==> config.mk <==
export PLATFORM = sky130hd
export DESIGN_NAME = tmr_readout
export DESIGN_NICKNAME = d
export VERILOG_FILES = /design/src/hdl/tmr_pkg.sv /design/src/hdl/tmr_i2c_slave.sv /design/src/hdl/tmr_readout.sv
export SDC_FILE = /design/constraint.sdc
export NUM_CORES = 1
export LEC_CHECK = 0
export BUFFER_PORTS_ARGS = -buffer_cell sky130_fd_sc_hd__buf_2
export CAP_MARGIN = 10
export CORE_MARGIN = 8
export CORE_UTILIZATION = 45
export CTS_CLUSTER_DIAMETER = 40
export DETAILED_ROUTE_END_ITERATION = 10
export PLACE_DENSITY_LB_ADDON = 0.15
export SLEW_MARGIN = 20
export SYNTH_ARGS = -nofsm -noshare
export SYNTH_HDL_FRONTEND = slang
export SYNTH_SLANG_ARGS = --single-unit
export TNS_END_PERCENT = 30
==> constraint.sdc <==
create_clock -name aclk -period 4.6 [get_ports aclk]
set_input_delay 0.46 -clock aclk [delete_from_list [all_inputs] [get_ports aclk]]
set_output_delay 0.46 -clock aclk [all_outputs]
set_load 0.1 [all_outputs]
==> src/hdl/tmr_pkg.sv <==
// Constants, register map and types shared by the magnetic readout design
package tmr_pkg;

  // ==========================================================
  // Timing
  localparam int CLK_PERIOD_NS = 20;
  localparam int CYCLE_RATE_HZ = 50;
  localparam int CYCLE_PERIOD_NS = 1_000_000_000 / CYCLE_RATE_HZ;
  localparam int CYCLE_PERIOD_CYC = (CYCLE_PERIOD_NS + CLK_PERIOD_NS - 1) / CLK_PERIOD_NS;
  localparam int MUX_SETTLE_NS = 2000;
  localparam int MUX_SETTLE_CYC = (MUX_SETTLE_NS + CLK_PERIOD_NS - 1) / CLK_PERIOD_NS;
  localparam int STRAP_PULSE_NS = 1000;
  localparam int STRAP_PULSE_CYC = (STRAP_PULSE_NS + CLK_PERIOD_NS - 1) / CLK_PERIOD_NS;
  localparam int POR_NS = 2000;
  localparam int POR_CYC = (POR_NS + CLK_PERIOD_NS - 1) / CLK_PERIOD_NS;

  // ==========================================================
  // Converter and result format
  localparam int ADC_W = 12;
  localparam logic [11:0] ADC_MID = 12'h800;
  localparam logic [11:0] FIELD_POS_MAX = 12'h7ff;
  localparam logic [15:0] FIELD_FULL_POS = 16'h7fff;
  localparam logic [1:0] AXIS_LAST = 2'h2;

  // ==========================================================
  // Register indices; the byte address on the register bus is four times the index
  localparam logic [3:0] REG_CFG_A = 4'h0;
  localparam logic [3:0] REG_CFG_B = 4'h1;
  localparam logic [3:0] REG_MODE = 4'h2;
  localparam logic [3:0] REG_X_HI = 4'h3;
  localparam logic [3:0] REG_Z_LO = 4'h8;
  localparam logic [3:0] REG_STATUS = 4'h9;
  localparam logic [3:0] REG_ID_A = 4'ha;
  localparam logic [3:0] REG_ID_B = 4'hb;
  localparam logic [3:0] REG_ID_C = 4'hc;
  localparam logic [3:0] REG_IRQ_STAT = 4'hd;
  localparam logic [3:0] REG_IRQ_MASK = 4'he;
  localparam logic [3:0] REG_LAST = 4'he;
  localparam int REG_IDX_LSB = 2;
  localparam int REG_IDX_MSB = 5;

  // ==========================================================
  // Field positions and reset values
  localparam int CFGA_FLOW_POS = 0;
  localparam int CFGA_RATE_POS = 2;
  localparam int CFGB_DELAY_POS = 0;
  localparam int CFGB_GAIN_POS = 5;
  localparam int STAT_READY_POS = 0;
  localparam int STAT_LOCK_POS = 1;
  localparam int STAT_SUPPLY_POS = 2;
  localparam int IRQ_DATA_POS = 0;
  localparam int IRQ_SINGLE_POS = 1;
  localparam logic [7:0] CFGA_RESET = 8'h00;
  localparam logic [7:0] CFGB_RESET = 8'h20;
  localparam logic [1:0] IRQ_RESET = 2'h0;

  // ==========================================================
  // Bus answers and link
  localparam logic [1:0] RESP_OKAY = 2'h0;
  localparam logic [1:0] RESP_DECERR = 2'h3;
  localparam logic [6:0] I2C_SLAVE_ADDR = 7'h1e;
  localparam logic [3:0] I2C_BYTE_BITS = 4'h8;

  typedef enum logic [1:0] {
    MODE_CONT = 2'h0,
    MODE_SINGLE = 2'h1,
    MODE_IDLE = 2'h2,
    MODE_SLEEP = 2'h3
  } tmr_mode_e;

  typedef enum logic [2:0] {
    SQ_IDLE = 3'h0,
    SQ_SETTLE = 3'h1,
    SQ_CONV = 3'h3,
    SQ_SET = 3'h2,
    SQ_RST = 3'h6,
    SQ_STORE = 3'h7
  } tmr_seq_e;

  typedef enum logic [2:0] {
    IC_IDLE = 3'h0,
    IC_ADDR = 3'h1,
    IC_ACKA = 3'h3,
    IC_WDATA = 3'h2,
    IC_ACKW = 3'h6,
    IC_RDATA = 3'h7,
    IC_ACKR = 3'h5
  } tmr_i2c_e;

endpackage

==> src/hdl/tmr_i2c_slave.sv <==
// Serial two-wire register slave: pointer write, byte writes and auto-incrementing reads
`timescale 1ns/1ps
module tmr_i2c_slave
#(
  parameter logic [6:0] SLAVE_ADDR = tmr_pkg::I2C_SLAVE_ADDR
)
(
  input wire logic aclk,
  input wire logic aresetn,
  input wire logic scl_in,
  input wire logic sda_in,
  output logic sda_out,
  output logic sda_oe,
  output logic [3:0] reg_idx,
  input wire logic [7:0] rd_data,
  output logic rd_stb,
  output logic wr_stb,
  output logic [7:0] wr_data
);
  import tmr_pkg::*;

  // ==========================================================
  // Pin synchronisers and bus condition detection
  logic [1:0] scl_sync;
  logic [1:0] sda_sync;
  logic scl_q;
  logic sda_q;
  tmr_i2c_e state;
  logic [3:0] bit_cnt;
  logic [7:0] shreg;
  logic rw;
  logic first;

  always_ff @(posedge aclk)
  begin
    if (!aresetn)
    begin
      scl_sync <= 2'h3;
      sda_sync <= 2'h3;
      scl_q <= 1'b1;
      sda_q <= 1'b1;
    end
    else
    begin
      scl_sync <= {scl_sync[0], scl_in};
      sda_sync <= {sda_sync[0], sda_in};
      scl_q <= scl_sync[1];
      sda_q <= sda_sync[1];
    end
  end

  wire scl_s = scl_sync[1];
  wire sda_s = sda_sync[1];
  wire scl_rise = scl_s && !scl_q;
  wire scl_fall = !scl_s && scl_q;
  wire start_det = scl_s && scl_q && sda_q && !sda_s;
  wire stop_det = scl_s && scl_q && !sda_q && sda_s;
  wire byte_done = (bit_cnt == I2C_BYTE_BITS);

  // Open drain: the pin is only ever pulled low
  assign sda_out = 1'b0;

  // ==========================================================
  // Byte engine, moves on the sampled clock edges
  always_ff @(posedge aclk)
  begin
    rd_stb <= 1'b0;
    wr_stb <= 1'b0;
    if (!aresetn)
    begin
      state <= IC_IDLE;
      bit_cnt <= 4'h0;
      shreg <= 8'h00;
      rw <= 1'b0;
      first <= 1'b0;
      sda_oe <= 1'b0;
      reg_idx <= 4'h0;
      wr_data <= 8'h00;
    end
    else if (start_det)
    begin
      state <= IC_ADDR;
      bit_cnt <= 4'h0;
      sda_oe <= 1'b0;
    end
    else if (stop_det)
    begin
      state <= IC_IDLE;
      sda_oe <= 1'b0;
    end
    else if (scl_rise)
    begin
      if (state == IC_ADDR || state == IC_WDATA)
      begin
        shreg <= {shreg[6:0], sda_s};
        bit_cnt <= bit_cnt + 4'h1;
      end
      else if (state == IC_ACKR)
      begin
        // A not-acknowledge from the master ends the read burst
        state <= sda_s ? IC_IDLE : IC_ACKA;
      end
    end
    else if (scl_fall)
    begin
      case (state)
        IC_ADDR:
          if (byte_done)
          begin
            if (shreg[7:1] == SLAVE_ADDR)
            begin
              sda_oe <= 1'b1;
              rw <= shreg[0];
              state <= IC_ACKA;
            end
            else
              state <= IC_IDLE;
          end
        IC_ACKA:
          if (rw)
          begin
            shreg <= rd_data;
            sda_oe <= !rd_data[7];
            bit_cnt <= 4'h1;
            rd_stb <= 1'b1;
            reg_idx <= reg_idx + 4'h1;
            state <= IC_RDATA;
          end
          else
          begin
            sda_oe <= 1'b0;
            bit_cnt <= 4'h0;
            first <= 1'b1;
            state <= IC_WDATA;
          end
        IC_WDATA:
          if (byte_done)
          begin
            sda_oe <= 1'b1;
            state <= IC_ACKW;
            if (first)
              reg_idx <= shreg[3:0];
            else
            begin
              wr_stb <= 1'b1;
              wr_data <= shreg;
            end
          end
        IC_ACKW:
        begin
          sda_oe <= 1'b0;
          bit_cnt <= 4'h0;
          // The pointer byte itself must not advance the pointer
          if (!first)
            reg_idx <= reg_idx + 4'h1;
          first <= 1'b0;
          state <= IC_WDATA;
        end
        IC_RDATA:
          if (byte_done)
          begin
            sda_oe <= 1'b0;
            state <= IC_ACKR;
          end
          else
          begin
            sda_oe <= !shreg[6];
            shreg <= {shreg[6:0], 1'b0};
            bit_cnt <= bit_cnt + 4'h1;
          end
        default:
          sda_oe <= 1'b0;
      endcase
    end
  end

  idle_release_a: assert property (@(posedge aclk) disable iff (!aresetn)
    (state == IC_IDLE) |=> !sda_oe || $past(start_det)) else $error("Data line held while bus idle");

endmodule

==> src/hdl/tmr_readout.sv <==
// Three-axis magnetic readout: sequencer, result registers, register bus slave and serial slave
`timescale 1ns/1ps
module tmr_readout
#(
  parameter int AXI_ADDR_W = 8,
  parameter int PERIOD_CYC = tmr_pkg::CYCLE_PERIOD_CYC,
  parameter logic [6:0] SLAVE_ADDR = tmr_pkg::I2C_SLAVE_ADDR,
  parameter logic [7:0] ID_A = 8'h5a, // Arbitrary identification value
  parameter logic [7:0] ID_B = 8'h3b, // Arbitrary identification value
  parameter logic [7:0] ID_C = 8'h71 // Arbitrary identification value
)
(
  input wire logic aclk,
  input wire logic aresetn,
  input wire logic [AXI_ADDR_W-1:0] awaddr,
  input wire logic awvalid,
  output logic awready,
  input wire logic [31:0] wdata,
  input wire logic [3:0] wstrb,
  input wire logic wvalid,
  output logic wready,
  output logic [1:0] bresp,
  output logic bvalid,
  input wire logic bready,
  input wire logic [AXI_ADDR_W-1:0] araddr,
  input wire logic arvalid,
  output logic arready,
  output logic [31:0] rdata,
  output logic [1:0] rresp,
  output logic rvalid,
  input wire logic rready,
  input wire logic scl_in,
  input wire logic sda_in,
  output logic sda_out,
  output logic sda_oe,
  input wire logic regulator_en_in,
  output logic [1:0] mux_sel,
  output logic [2:0] gain_sel,
  output logic adc_start,
  input wire logic adc_done,
  input wire logic [tmr_pkg::ADC_W-1:0] adc_data,
  output logic strap_set,
  output logic strap_reset,
  output logic sample_ready_pin,
  output logic irq
);
  import tmr_pkg::*;

  if (AXI_ADDR_W < REG_IDX_MSB + 2 || PERIOD_CYC < 1 || PERIOD_CYC >= (1 << 24))
    $error("tmr_readout: unsupported parameter value");

  // ==========================================================
  // Power-on reset stretch; everything else runs from run_n
  logic [7:0] por_cnt;
  wire run_n = (por_cnt == 8'h00);

  always_ff @(posedge aclk)
  begin
    if (!aresetn)
      por_cnt <= 8'(POR_CYC);
    else if (!run_n)
      por_cnt <= por_cnt - 8'h01;
  end

  // ==========================================================
  // Registers and state
  logic [7:0] cfg_a;
  logic [7:0] cfg_b;
  tmr_mode_e mode;
  logic [1:0] irq_stat;
  logic [1:0] irq_mask;
  logic [15:0] data_out [3];
  logic [15:0] res [3];
  logic [15:0] pend [3];
  logic [11:0] p0 [3];
  logic pend_valid;
  logic ready;
  logic locked;
  logic [1:0] supply_sync;
  tmr_seq_e state;
  logic [1:0] axis;
  logic pass;
  logic [15:0] tcnt;
  logic [31:0] pcnt;

  // ==========================================================
  // Register read view, shared by both buses
  logic [7:0] regv [16];
  assign regv[0] = cfg_a;
  assign regv[1] = cfg_b;
  assign regv[2] = {6'h00, mode};
  assign regv[3] = data_out[0][15:8];
  assign regv[4] = data_out[0][7:0];
  assign regv[5] = data_out[1][15:8];
  assign regv[6] = data_out[1][7:0];
  assign regv[7] = data_out[2][15:8];
  assign regv[8] = data_out[2][7:0];
  assign regv[9] = {5'h00, supply_sync[1], locked, ready};
  assign regv[10] = ID_A;
  assign regv[11] = ID_B;
  assign regv[12] = ID_C;
  assign regv[13] = {6'h00, irq_stat};
  assign regv[14] = {6'h00, irq_mask};
  assign regv[15] = 8'h00;

  // ==========================================================
  // Register bus slave; the serial slave's write takes precedence in a shared cycle
  logic aw_got;
  logic w_got;
  logic aw_ok;
  logic [3:0] aw_idx;
  logic [7:0] wdata_q;
  logic wstrb_q;
  logic [3:0] i2c_idx;
  logic i2c_rd;
  logic i2c_wr;
  logic [7:0] i2c_wdata;

  wire [3:0] ar_idx = araddr[REG_IDX_MSB:REG_IDX_LSB];
  wire ar_ok = (araddr[AXI_ADDR_W-1:REG_IDX_MSB+1] == '0) && (ar_idx <= REG_LAST);
  wire [3:0] aw_in_idx = awaddr[REG_IDX_MSB:REG_IDX_LSB];
  wire aw_in_ok = (awaddr[AXI_ADDR_W-1:REG_IDX_MSB+1] == '0) && (aw_in_idx <= REG_LAST);
  wire axi_do = aw_got && w_got && !bvalid && !i2c_wr;
  wire axi_rd = arvalid && arready;
  wire wr_en = i2c_wr || (axi_do && aw_ok && wstrb_q);
  wire [3:0] wr_idx = i2c_wr ? i2c_idx : aw_idx;
  wire [7:0] wr_val = i2c_wr ? i2c_wdata : wdata_q;

  assign awready = !aw_got && run_n;
  assign wready = !w_got && run_n;
  assign arready = !rvalid && run_n;

  always_ff @(posedge aclk)
  begin
    if (!aresetn || !run_n)
    begin
      aw_got <= 1'b0;
      w_got <= 1'b0;
      aw_ok <= 1'b0;
      aw_idx <= 4'h0;
      wdata_q <= 8'h00;
      wstrb_q <= 1'b0;
      bvalid <= 1'b0;
      bresp <= RESP_OKAY;
      rvalid <= 1'b0;
      rresp <= RESP_OKAY;
      rdata <= 32'h0000_0000;
    end
    else
    begin
      if (awvalid && awready)
      begin
        aw_got <= 1'b1;
        aw_idx <= aw_in_idx;
        aw_ok <= aw_in_ok;
      end
      if (wvalid && wready)
      begin
        w_got <= 1'b1;
        wdata_q <= wdata[7:0];
        wstrb_q <= wstrb[0];
      end
      if (axi_do)
      begin
        aw_got <= 1'b0;
        w_got <= 1'b0;
        bvalid <= 1'b1;
        bresp <= aw_ok ? RESP_OKAY : RESP_DECERR;
      end
      else if (bvalid && bready)
        bvalid <= 1'b0;
      if (axi_rd)
      begin
        rvalid <= 1'b1;
        rdata <= {24'h00_0000, ar_ok ? regv[ar_idx] : 8'h00};
        rresp <= ar_ok ? RESP_OKAY : RESP_DECERR;
      end
      else if (rvalid && rready)
        rvalid <= 1'b0;
    end
  end

  tmr_i2c_slave #(.SLAVE_ADDR(SLAVE_ADDR)) u_serial
  (
    .aclk(aclk),
    .aresetn(run_n),
    .scl_in(scl_in),
    .sda_in(sda_in),
    .sda_out(sda_out),
    .sda_oe(sda_oe),
    .reg_idx(i2c_idx),
    .rd_data(regv[i2c_idx]),
    .rd_stb(i2c_rd),
    .wr_stb(i2c_wr),
    .wr_data(i2c_wdata)
  );

  // ==========================================================
  // Output data lock: on the register bus, reading the first data byte freezes the set and reading the last frees it; serial reads act one byte earlier
  wire lock_evt = (axi_rd && ar_ok && ar_idx == REG_X_HI) || (i2c_rd && i2c_idx == REG_X_HI);
  wire unlock_evt = (axi_rd && ar_ok && ar_idx == REG_Z_LO) || (i2c_rd && i2c_idx == REG_Z_LO);
  wire publish = (state == SQ_STORE);
  wire hold_new = locked || lock_evt;
  wire load_res = publish && !hold_new;
  wire load_pend = pend_valid && !locked && !lock_evt && !publish;
  wire single_done = publish && (mode == MODE_SINGLE);

  always_ff @(posedge aclk)
  begin
    if (!run_n)
    begin
      locked <= 1'b0;
      ready <= 1'b0;
      pend_valid <= 1'b0;
      supply_sync <= 2'h0;
    end
    else
    begin
      supply_sync <= {supply_sync[0], regulator_en_in};
      if (unlock_evt)
        locked <= 1'b0;
      else if (lock_evt)
        locked <= 1'b1;
      if (load_res || load_pend)
        ready <= 1'b1;
      else if (unlock_evt)
        ready <= 1'b0;
      if (publish && hold_new)
        pend_valid <= 1'b1;
      else if (load_pend)
        pend_valid <= 1'b0;
    end
  end

  always_ff @(posedge aclk)
  begin
    for (int i = 0; i < 3; i++)
    begin
      if (!run_n)
        data_out[i] <= 16'h0000;
      else if (load_res)
        data_out[i] <= res[i];
      else if (load_pend)
        data_out[i] <= pend[i];
      if (publish && hold_new)
        pend[i] <= res[i];
    end
  end

  // Complete data only, and never while a register bus host is part-way through the set
  assign sample_ready_pin = ready && !locked;

  // ==========================================================
  // Control registers; sticky event bits, set wins over a write-one-to-clear
  wire [1:0] irq_set = {single_done, load_res || load_pend};
  wire [1:0] irq_clr = (wr_en && wr_idx == REG_IRQ_STAT) ? wr_val[1:0] : 2'h0;

  always_ff @(posedge aclk)
  begin
    if (!run_n)
    begin
      cfg_a <= CFGA_RESET;
      cfg_b <= CFGB_RESET;
      mode <= MODE_IDLE;
      irq_stat <= IRQ_RESET;
      irq_mask <= IRQ_RESET;
    end
    else
    begin
      irq_stat <= (irq_stat & ~irq_clr) | irq_set;
      if (wr_en && wr_idx == REG_CFG_A)
        cfg_a <= wr_val;
      if (wr_en && wr_idx == REG_CFG_B)
        cfg_b <= wr_val;
      if (wr_en && wr_idx == REG_IRQ_MASK)
        irq_mask <= wr_val[1:0];
      if (wr_en && wr_idx == REG_MODE)
        mode <= tmr_mode_e'(wr_val[1:0]);
      else if (single_done)
        mode <= MODE_IDLE;
    end
  end

  assign irq = |(irq_stat & irq_mask);

  // ==========================================================
  // Measurement sequencer
  wire [2:0] rate = cfg_a[CFGA_RATE_POS +: 3];
  wire same_pol = cfg_a[CFGA_FLOW_POS];
  wire [15:0] settle_len = 16'(MUX_SETTLE_CYC) << cfg_b[CFGB_DELAY_POS +: 2];
  wire [31:0] period_len = 32'(PERIOD_CYC) << rate;
  wire period_hit = (pcnt >= period_len - 32'h1);
  wire start = (state == SQ_IDLE) && ((mode == MODE_CONT && period_hit) || mode == MODE_SINGLE);

  assign mux_sel = axis;
  assign gain_sel = cfg_b[CFGB_GAIN_POS +: 3];
  assign strap_set = (state == SQ_SET);
  assign strap_reset = (state == SQ_RST);

  // Result = half the difference of the two polarities, which cancels bridge offset; with same_pol set, half the sum less midscale
  function automatic logic [15:0] to_field(input logic [11:0] c1, input logic [11:0] c2, input logic same);
    logic [12:0] acc;
    logic [11:0] v;
    acc = same ? ({1'b0, c1} + {1'b0, c2}) : ({1'b0, c1} - {1'b0, c2});
    v = same ? (acc[12:1] ^ ADC_MID) : acc[12:1];
    return (v == FIELD_POS_MAX) ? FIELD_FULL_POS : {{4{v[11]}}, v};
  endfunction

  always_ff @(posedge aclk)
  begin
    pcnt <= (!run_n || period_hit) ? 32'h0 : pcnt + 32'h1;
    adc_start <= 1'b0;
    if (!run_n)
    begin
      state <= SQ_IDLE;
      axis <= 2'h0;
      pass <= 1'b0;
      tcnt <= 16'h0000;
    end
    else
    begin
      case (state)
        SQ_IDLE:
          if (start)
          begin
            axis <= 2'h0;
            pass <= 1'b0;
            tcnt <= settle_len;
            state <= SQ_SETTLE;
          end
        SQ_SETTLE:
          if (tcnt == 16'h0000)
          begin
            adc_start <= 1'b1;
            state <= SQ_CONV;
          end
          else
            tcnt <= tcnt - 16'h0001;
        SQ_CONV:
          if (adc_done)
          begin
            tcnt <= settle_len;
            state <= SQ_SETTLE;
            if (axis != AXIS_LAST)
              axis <= axis + 2'h1;
            else if (pass)
              state <= SQ_STORE;
            else if (same_pol)
            begin
              axis <= 2'h0;
              pass <= 1'b1;
            end
            else
            begin
              tcnt <= 16'(STRAP_PULSE_CYC);
              state <= SQ_SET;
            end
          end
        SQ_SET:
          if (tcnt == 16'h0000)
          begin
            tcnt <= 16'(STRAP_PULSE_CYC);
            state <= SQ_RST;
          end
          else
            tcnt <= tcnt - 16'h0001;
        SQ_RST:
          if (tcnt == 16'h0000)
          begin
            axis <= 2'h0;
            pass <= 1'b1;
            tcnt <= settle_len;
            state <= SQ_SETTLE;
          end
          else
            tcnt <= tcnt - 16'h0001;
        SQ_STORE:
          state <= SQ_IDLE;
        default:
          state <= SQ_IDLE;
      endcase
    end
  end

  always_ff @(posedge aclk)
  begin
    if (state == SQ_CONV && adc_done && !pass)
      p0[axis] <= adc_data;
    if (state == SQ_CONV && adc_done && pass)
      res[axis] <= to_field(p0[axis], adc_data, same_pol);
  end

  // ==========================================================
  // Checks
  set_then_reset_a: assert property (@(posedge aclk) disable iff (!run_n)
    $fell(strap_set) |-> strap_reset) else $error("Set pulse not followed by reset pulse");

  flip_after_pass_a: assert property (@(posedge aclk) disable iff (!run_n)
    $rose(strap_set) |-> !pass && axis == AXIS_LAST) else $error("Strap pulse before three axes done");

  store_second_pass_a: assert property (@(posedge aclk) disable iff (!run_n)
    (state == SQ_STORE) |-> pass && axis == AXIS_LAST) else $error("Store without second pass");

  data_format_a: assert property (@(posedge aclk) disable iff (!run_n)
    data_out[0] == FIELD_FULL_POS || data_out[0][15:11] == 5'h00 || data_out[0][15:11] == 5'h1f)
    else $error("Result not a sign-extended twelve-bit value");

  locked_stable_a: assert property (@(posedge aclk) disable iff (!run_n)
    locked && !unlock_evt |=> $stable(data_out[0]) && $stable(data_out[2])) else $error("Data changed while locked");

  unlock_clear_a: assert property (@(posedge aclk) disable iff (!run_n)
    unlock_evt && !load_res && !load_pend |=> !ready && !sample_ready_pin) else $error("Ready not cleared");

  single_idle_a: assert property (@(posedge aclk) disable iff (!run_n)
    single_done && !(wr_en && wr_idx == REG_MODE) |=> mode == MODE_IDLE ##1 state == SQ_IDLE)
    else $error("Single conversion did not return to idle");

  quiet_mode_a: assert property (@(posedge aclk) disable iff (!run_n)
    state == SQ_IDLE && (mode == MODE_IDLE || mode == MODE_SLEEP) |=> state == SQ_IDLE)
    else $error("Conversion started in idle or sleep");

  por_hold_a: assert property (@(posedge aclk) disable iff (!aresetn)
    !run_n |-> state == SQ_IDLE && !adc_start && !ready && !awready) else $error("Logic active during power-on reset");

  event_sticky_a: assert property (@(posedge aclk) disable iff (!run_n)
    load_res |=> irq_stat[IRQ_DATA_POS] && ready) else $error("New data event lost");

endmodule

==> results.yml <==
critical_path:
  crit_type: "reg -> reg"
  crit_path_max_fanout: 9
  cp_num_buf_inv: 1
  r2r-start: "cfg_a[3]"
  start_kind: "register"
  worst-endpoint-required_ps: 5010
  r2r-end: "tcnt[1]"
  critPathMaxStageDelay_ps: 430
  crit_chain: "inv_1, ha_1, nor4_1, o211ai_1, a311oi_2, a21oi_1, a21oi_1, ha_1, a21oi_1, o21ai_0, a2111oi_2, a311o_1, nand3_1, a21oi_1, a211oi_1"
  r2r_cells: 15
  end_kind: "register"
  slowest_stage: "dfxtp_1"
  cp_common_cell: "a21oi_1"
  crit_arrival_ps: 4530
  r2r_slack_ps: 490
  cpLargestDelayFamily: "compound AO/OA/AOI/OAI gates"
detailed_routing:
  first_iter_violations: 811
  wl_met1_um: 18000
  vias: 12300
  dr_wl_met2_um: 18900
  drt_drc_violations_left: 0
  drt-pass1-iter-count: 5
  antenna_left: 0
  wl_per_cell_um: 18.0
  top_layer_used: "met4"
  vias_per_cell: 5.59
  wl_met3_um: 1980
  routed_wl_um: 39800
global_route:
  grt_pass1_wl_um: 64400
  grt_pass1_vias: 12100
  grt_use_total_pct: 18.7
  antenna_found_initial: 1
  grt_max_degree: 67
  grt-ovfl-total: 0
hold_path:
  hp-start: "sda_in"
  whs_path_depth: 2
  hold_class: "in -> reg"
  min_to: "u_serial.sda_sync[0]"
synthesis:
  synth_seq_area_share_pct: 47.9
  yosys.area.top_type: "edfxtp_1"
  ys.flop_type: "dfxtp_1"
  synthTopCellsByArea: "edfxtp_1, dfxtp_1, ha_1"
  yosysMostFrequentCell: "nor2_1"
  yosys_warnings: 0
  synth_commonest_cells: "nor2_1, dfxtp_1, edfxtp_1, nand2_1, a21oi_1"
  synthCells: 1645
  yosys_register_bits: 311
  syn_area_per_cell_um2: 9.84
  syn-cell-area_mm2: 0.0162
  ys_async_sr_fraction_pct: 0
  synth_edf_count: 153
  synth_top_area_share_pct: 28.4
  synth.distinct_cells: 78
sta:
  worstMarginPinSlew_ps: 1120
  tns_ps: 0
  fmax_mhz: 243
  min_period_ps: 4110
  whs_ps: 71.0
  slew-limit-headroom_pct: 25.2
  final-hold-violation-count: 0
  skew_ps: 19.1
  rsz0062_at_grt: "false"
  post-route-period-util_pct: 89.5
  finalSetupViolCount: 0
  maxSlewViolCount: 0
floorplanning:
  fp.dieH_um: 206
  die_area_mm2: 0.0423
  io_pins: 128
  start_util_pct: 45.6
  core_area_mm2: 0.0355
  num_rows: 69
  dieWidth_um: 206
layout:
  multi_input_area_mm2: 0.00782
  regArea_mm2: 0.00776
  drive_above_1_share_pct: 14.0
  fillCellCount: 3167
  final_nets: 1846
  area_delta_synth_final_pct: 15.4
  antenna_cells: 0
cts:
  post-cts-setup-buffers: 0
  tritoncts: "yes"
  cts.path.max_buffers: 3
  htreeDepth: 2
  path_clk_slew_ps: 50
  clock_latency_ps: 570
  cts_buffers: 49
  cts_sinks: 311
  cts-root-buf: "clkbuf_16"
flow_run:
  cap_violations: 0
power:
  ir_worst_vdd_v: 0.000347
  power.leakage_nw: 6.70
  power_density_mw_per_mm2: 377
placed_design:
  hpwl_um: 27800
  io_buffers: 71
  gp_congestion: 0.861
run_status:
  outcome: "finished, final reports clean"
[what timing repair did]
item / 4_1_cts / 5_1_grt
hold buffers: 0 / 0
setup endpoints to repair: 0 / 38
gates resized for setup: 0 / 6
[per-stage QoR]
stage	setup WS, ps	total power [mW]	std cells	cell area, um^2	utilization [%]
after floorplan	366	3.19	1673	16300	-
after global placement	367	3.23	2119	16900	47.6
after detailed placement	312	3.23	2119	16900	47.6
after CTS	297	7.13	2209	18600	52.5
after global routing	39.1	7.26	2209	18700	52.6
final	485	7.05	2209	18700	52.6
[worst register-to-register path, delay by kind of cell, from the launching register on]
family / cells / cell delay (ps)
AO/OA/AOI/OAI: 10 / 2160
adder cells (fa/ha/maj): 2 / 580
buffers and inverters: 1 / 180
flip-flops: 1 / 430
AND/OR/NAND/NOR: 2 / 600
[layout make-up]
class / count / share of cell area, %
clock buffers: 61 / 7.25
clock inverters: 29 / 2.09
inverters: 52 / 1.05
multi-input cells: 1194 / 41.9
flip-flops and latches: 311 / 41.5
well taps: 461 / 3.09
repair buffers: 101 / 3.11
[report_power, final]
part           internal, mW  switching, mW
Combinational        0.0690          0.193
Clock                  2.54           1.32
Sequential             2.91        0.00741
Total                  5.52           1.53
[layout by cell type, fill, tap and decap left out, types with 43 or more instances in the layout]
cell type and n:
mux2i_1 49, inv_1 48, edfxtp_1 153, a21oi_1 103, nand3_1 59, nor3_1 43
clkbuf_16 51, ha_1 61, o21ai_0 86, nand2_1 139, dfxtp_1 158, nor2_1 179
buf_2 71
[registers in the layout (all words and copies together) (netlist names), 3 cells and up, named ones only]
signal	count
rdata	8
pend	39
p0	36
por_cnt	8
cfg_b	8
cfg_a	8
u_serial.state	3
wdata_q	8
data_out	39
tcnt	16
u_serial.shreg	8
u_serial.bit_cnt	4
u_serial.wr_data	8
state	3
pcnt	32
u_serial.reg_idx	4
aw_idx	4
res	39
[worst max path at each step]
stage,startpoint,end,cells after the start
global placement,cfg_a[3],register,17
detailed placement,cfg_a[3],mux_sel[1],17
CTS,cfg_a[3],mux_sel[1],17
finish,cfg_a[3],tcnt[1],15
floorplan,cfg_a[2],tcnt[15],18
global route,cfg_a[3],mux_sel[1],17
[cells by family (layout without fill, tap and decap cells)]
group | after synthesis | in the layout | synth area share (%)
XOR/XNOR | 70 | 70 | 3.79
flip-flops | 311 | 311 | 47.9
multiplexers | 82 | 82 | 6.37
adder cells (fa/ha/maj) | 62 | 62 | 4.84
AND/OR/NAND/NOR | 560 | 560 | 16.5
AO/OA/AOI/OAI | 390 | 390 | 15.7
other | 2 | 30 | 0.0464
buffers and inverters | 168 | 243 | 4.85
[layer usage]
metal | vias to the layer above | global-route usage [%]
met5 | - | 0
met4 | 0 | 5.62
met3 | 62 | 3.73
met2 | 296 | 31.0
met1 | 5860 | 24.4
li1 | 6122 | -
No activity file was read; power rests on OpenSTA's default activity.
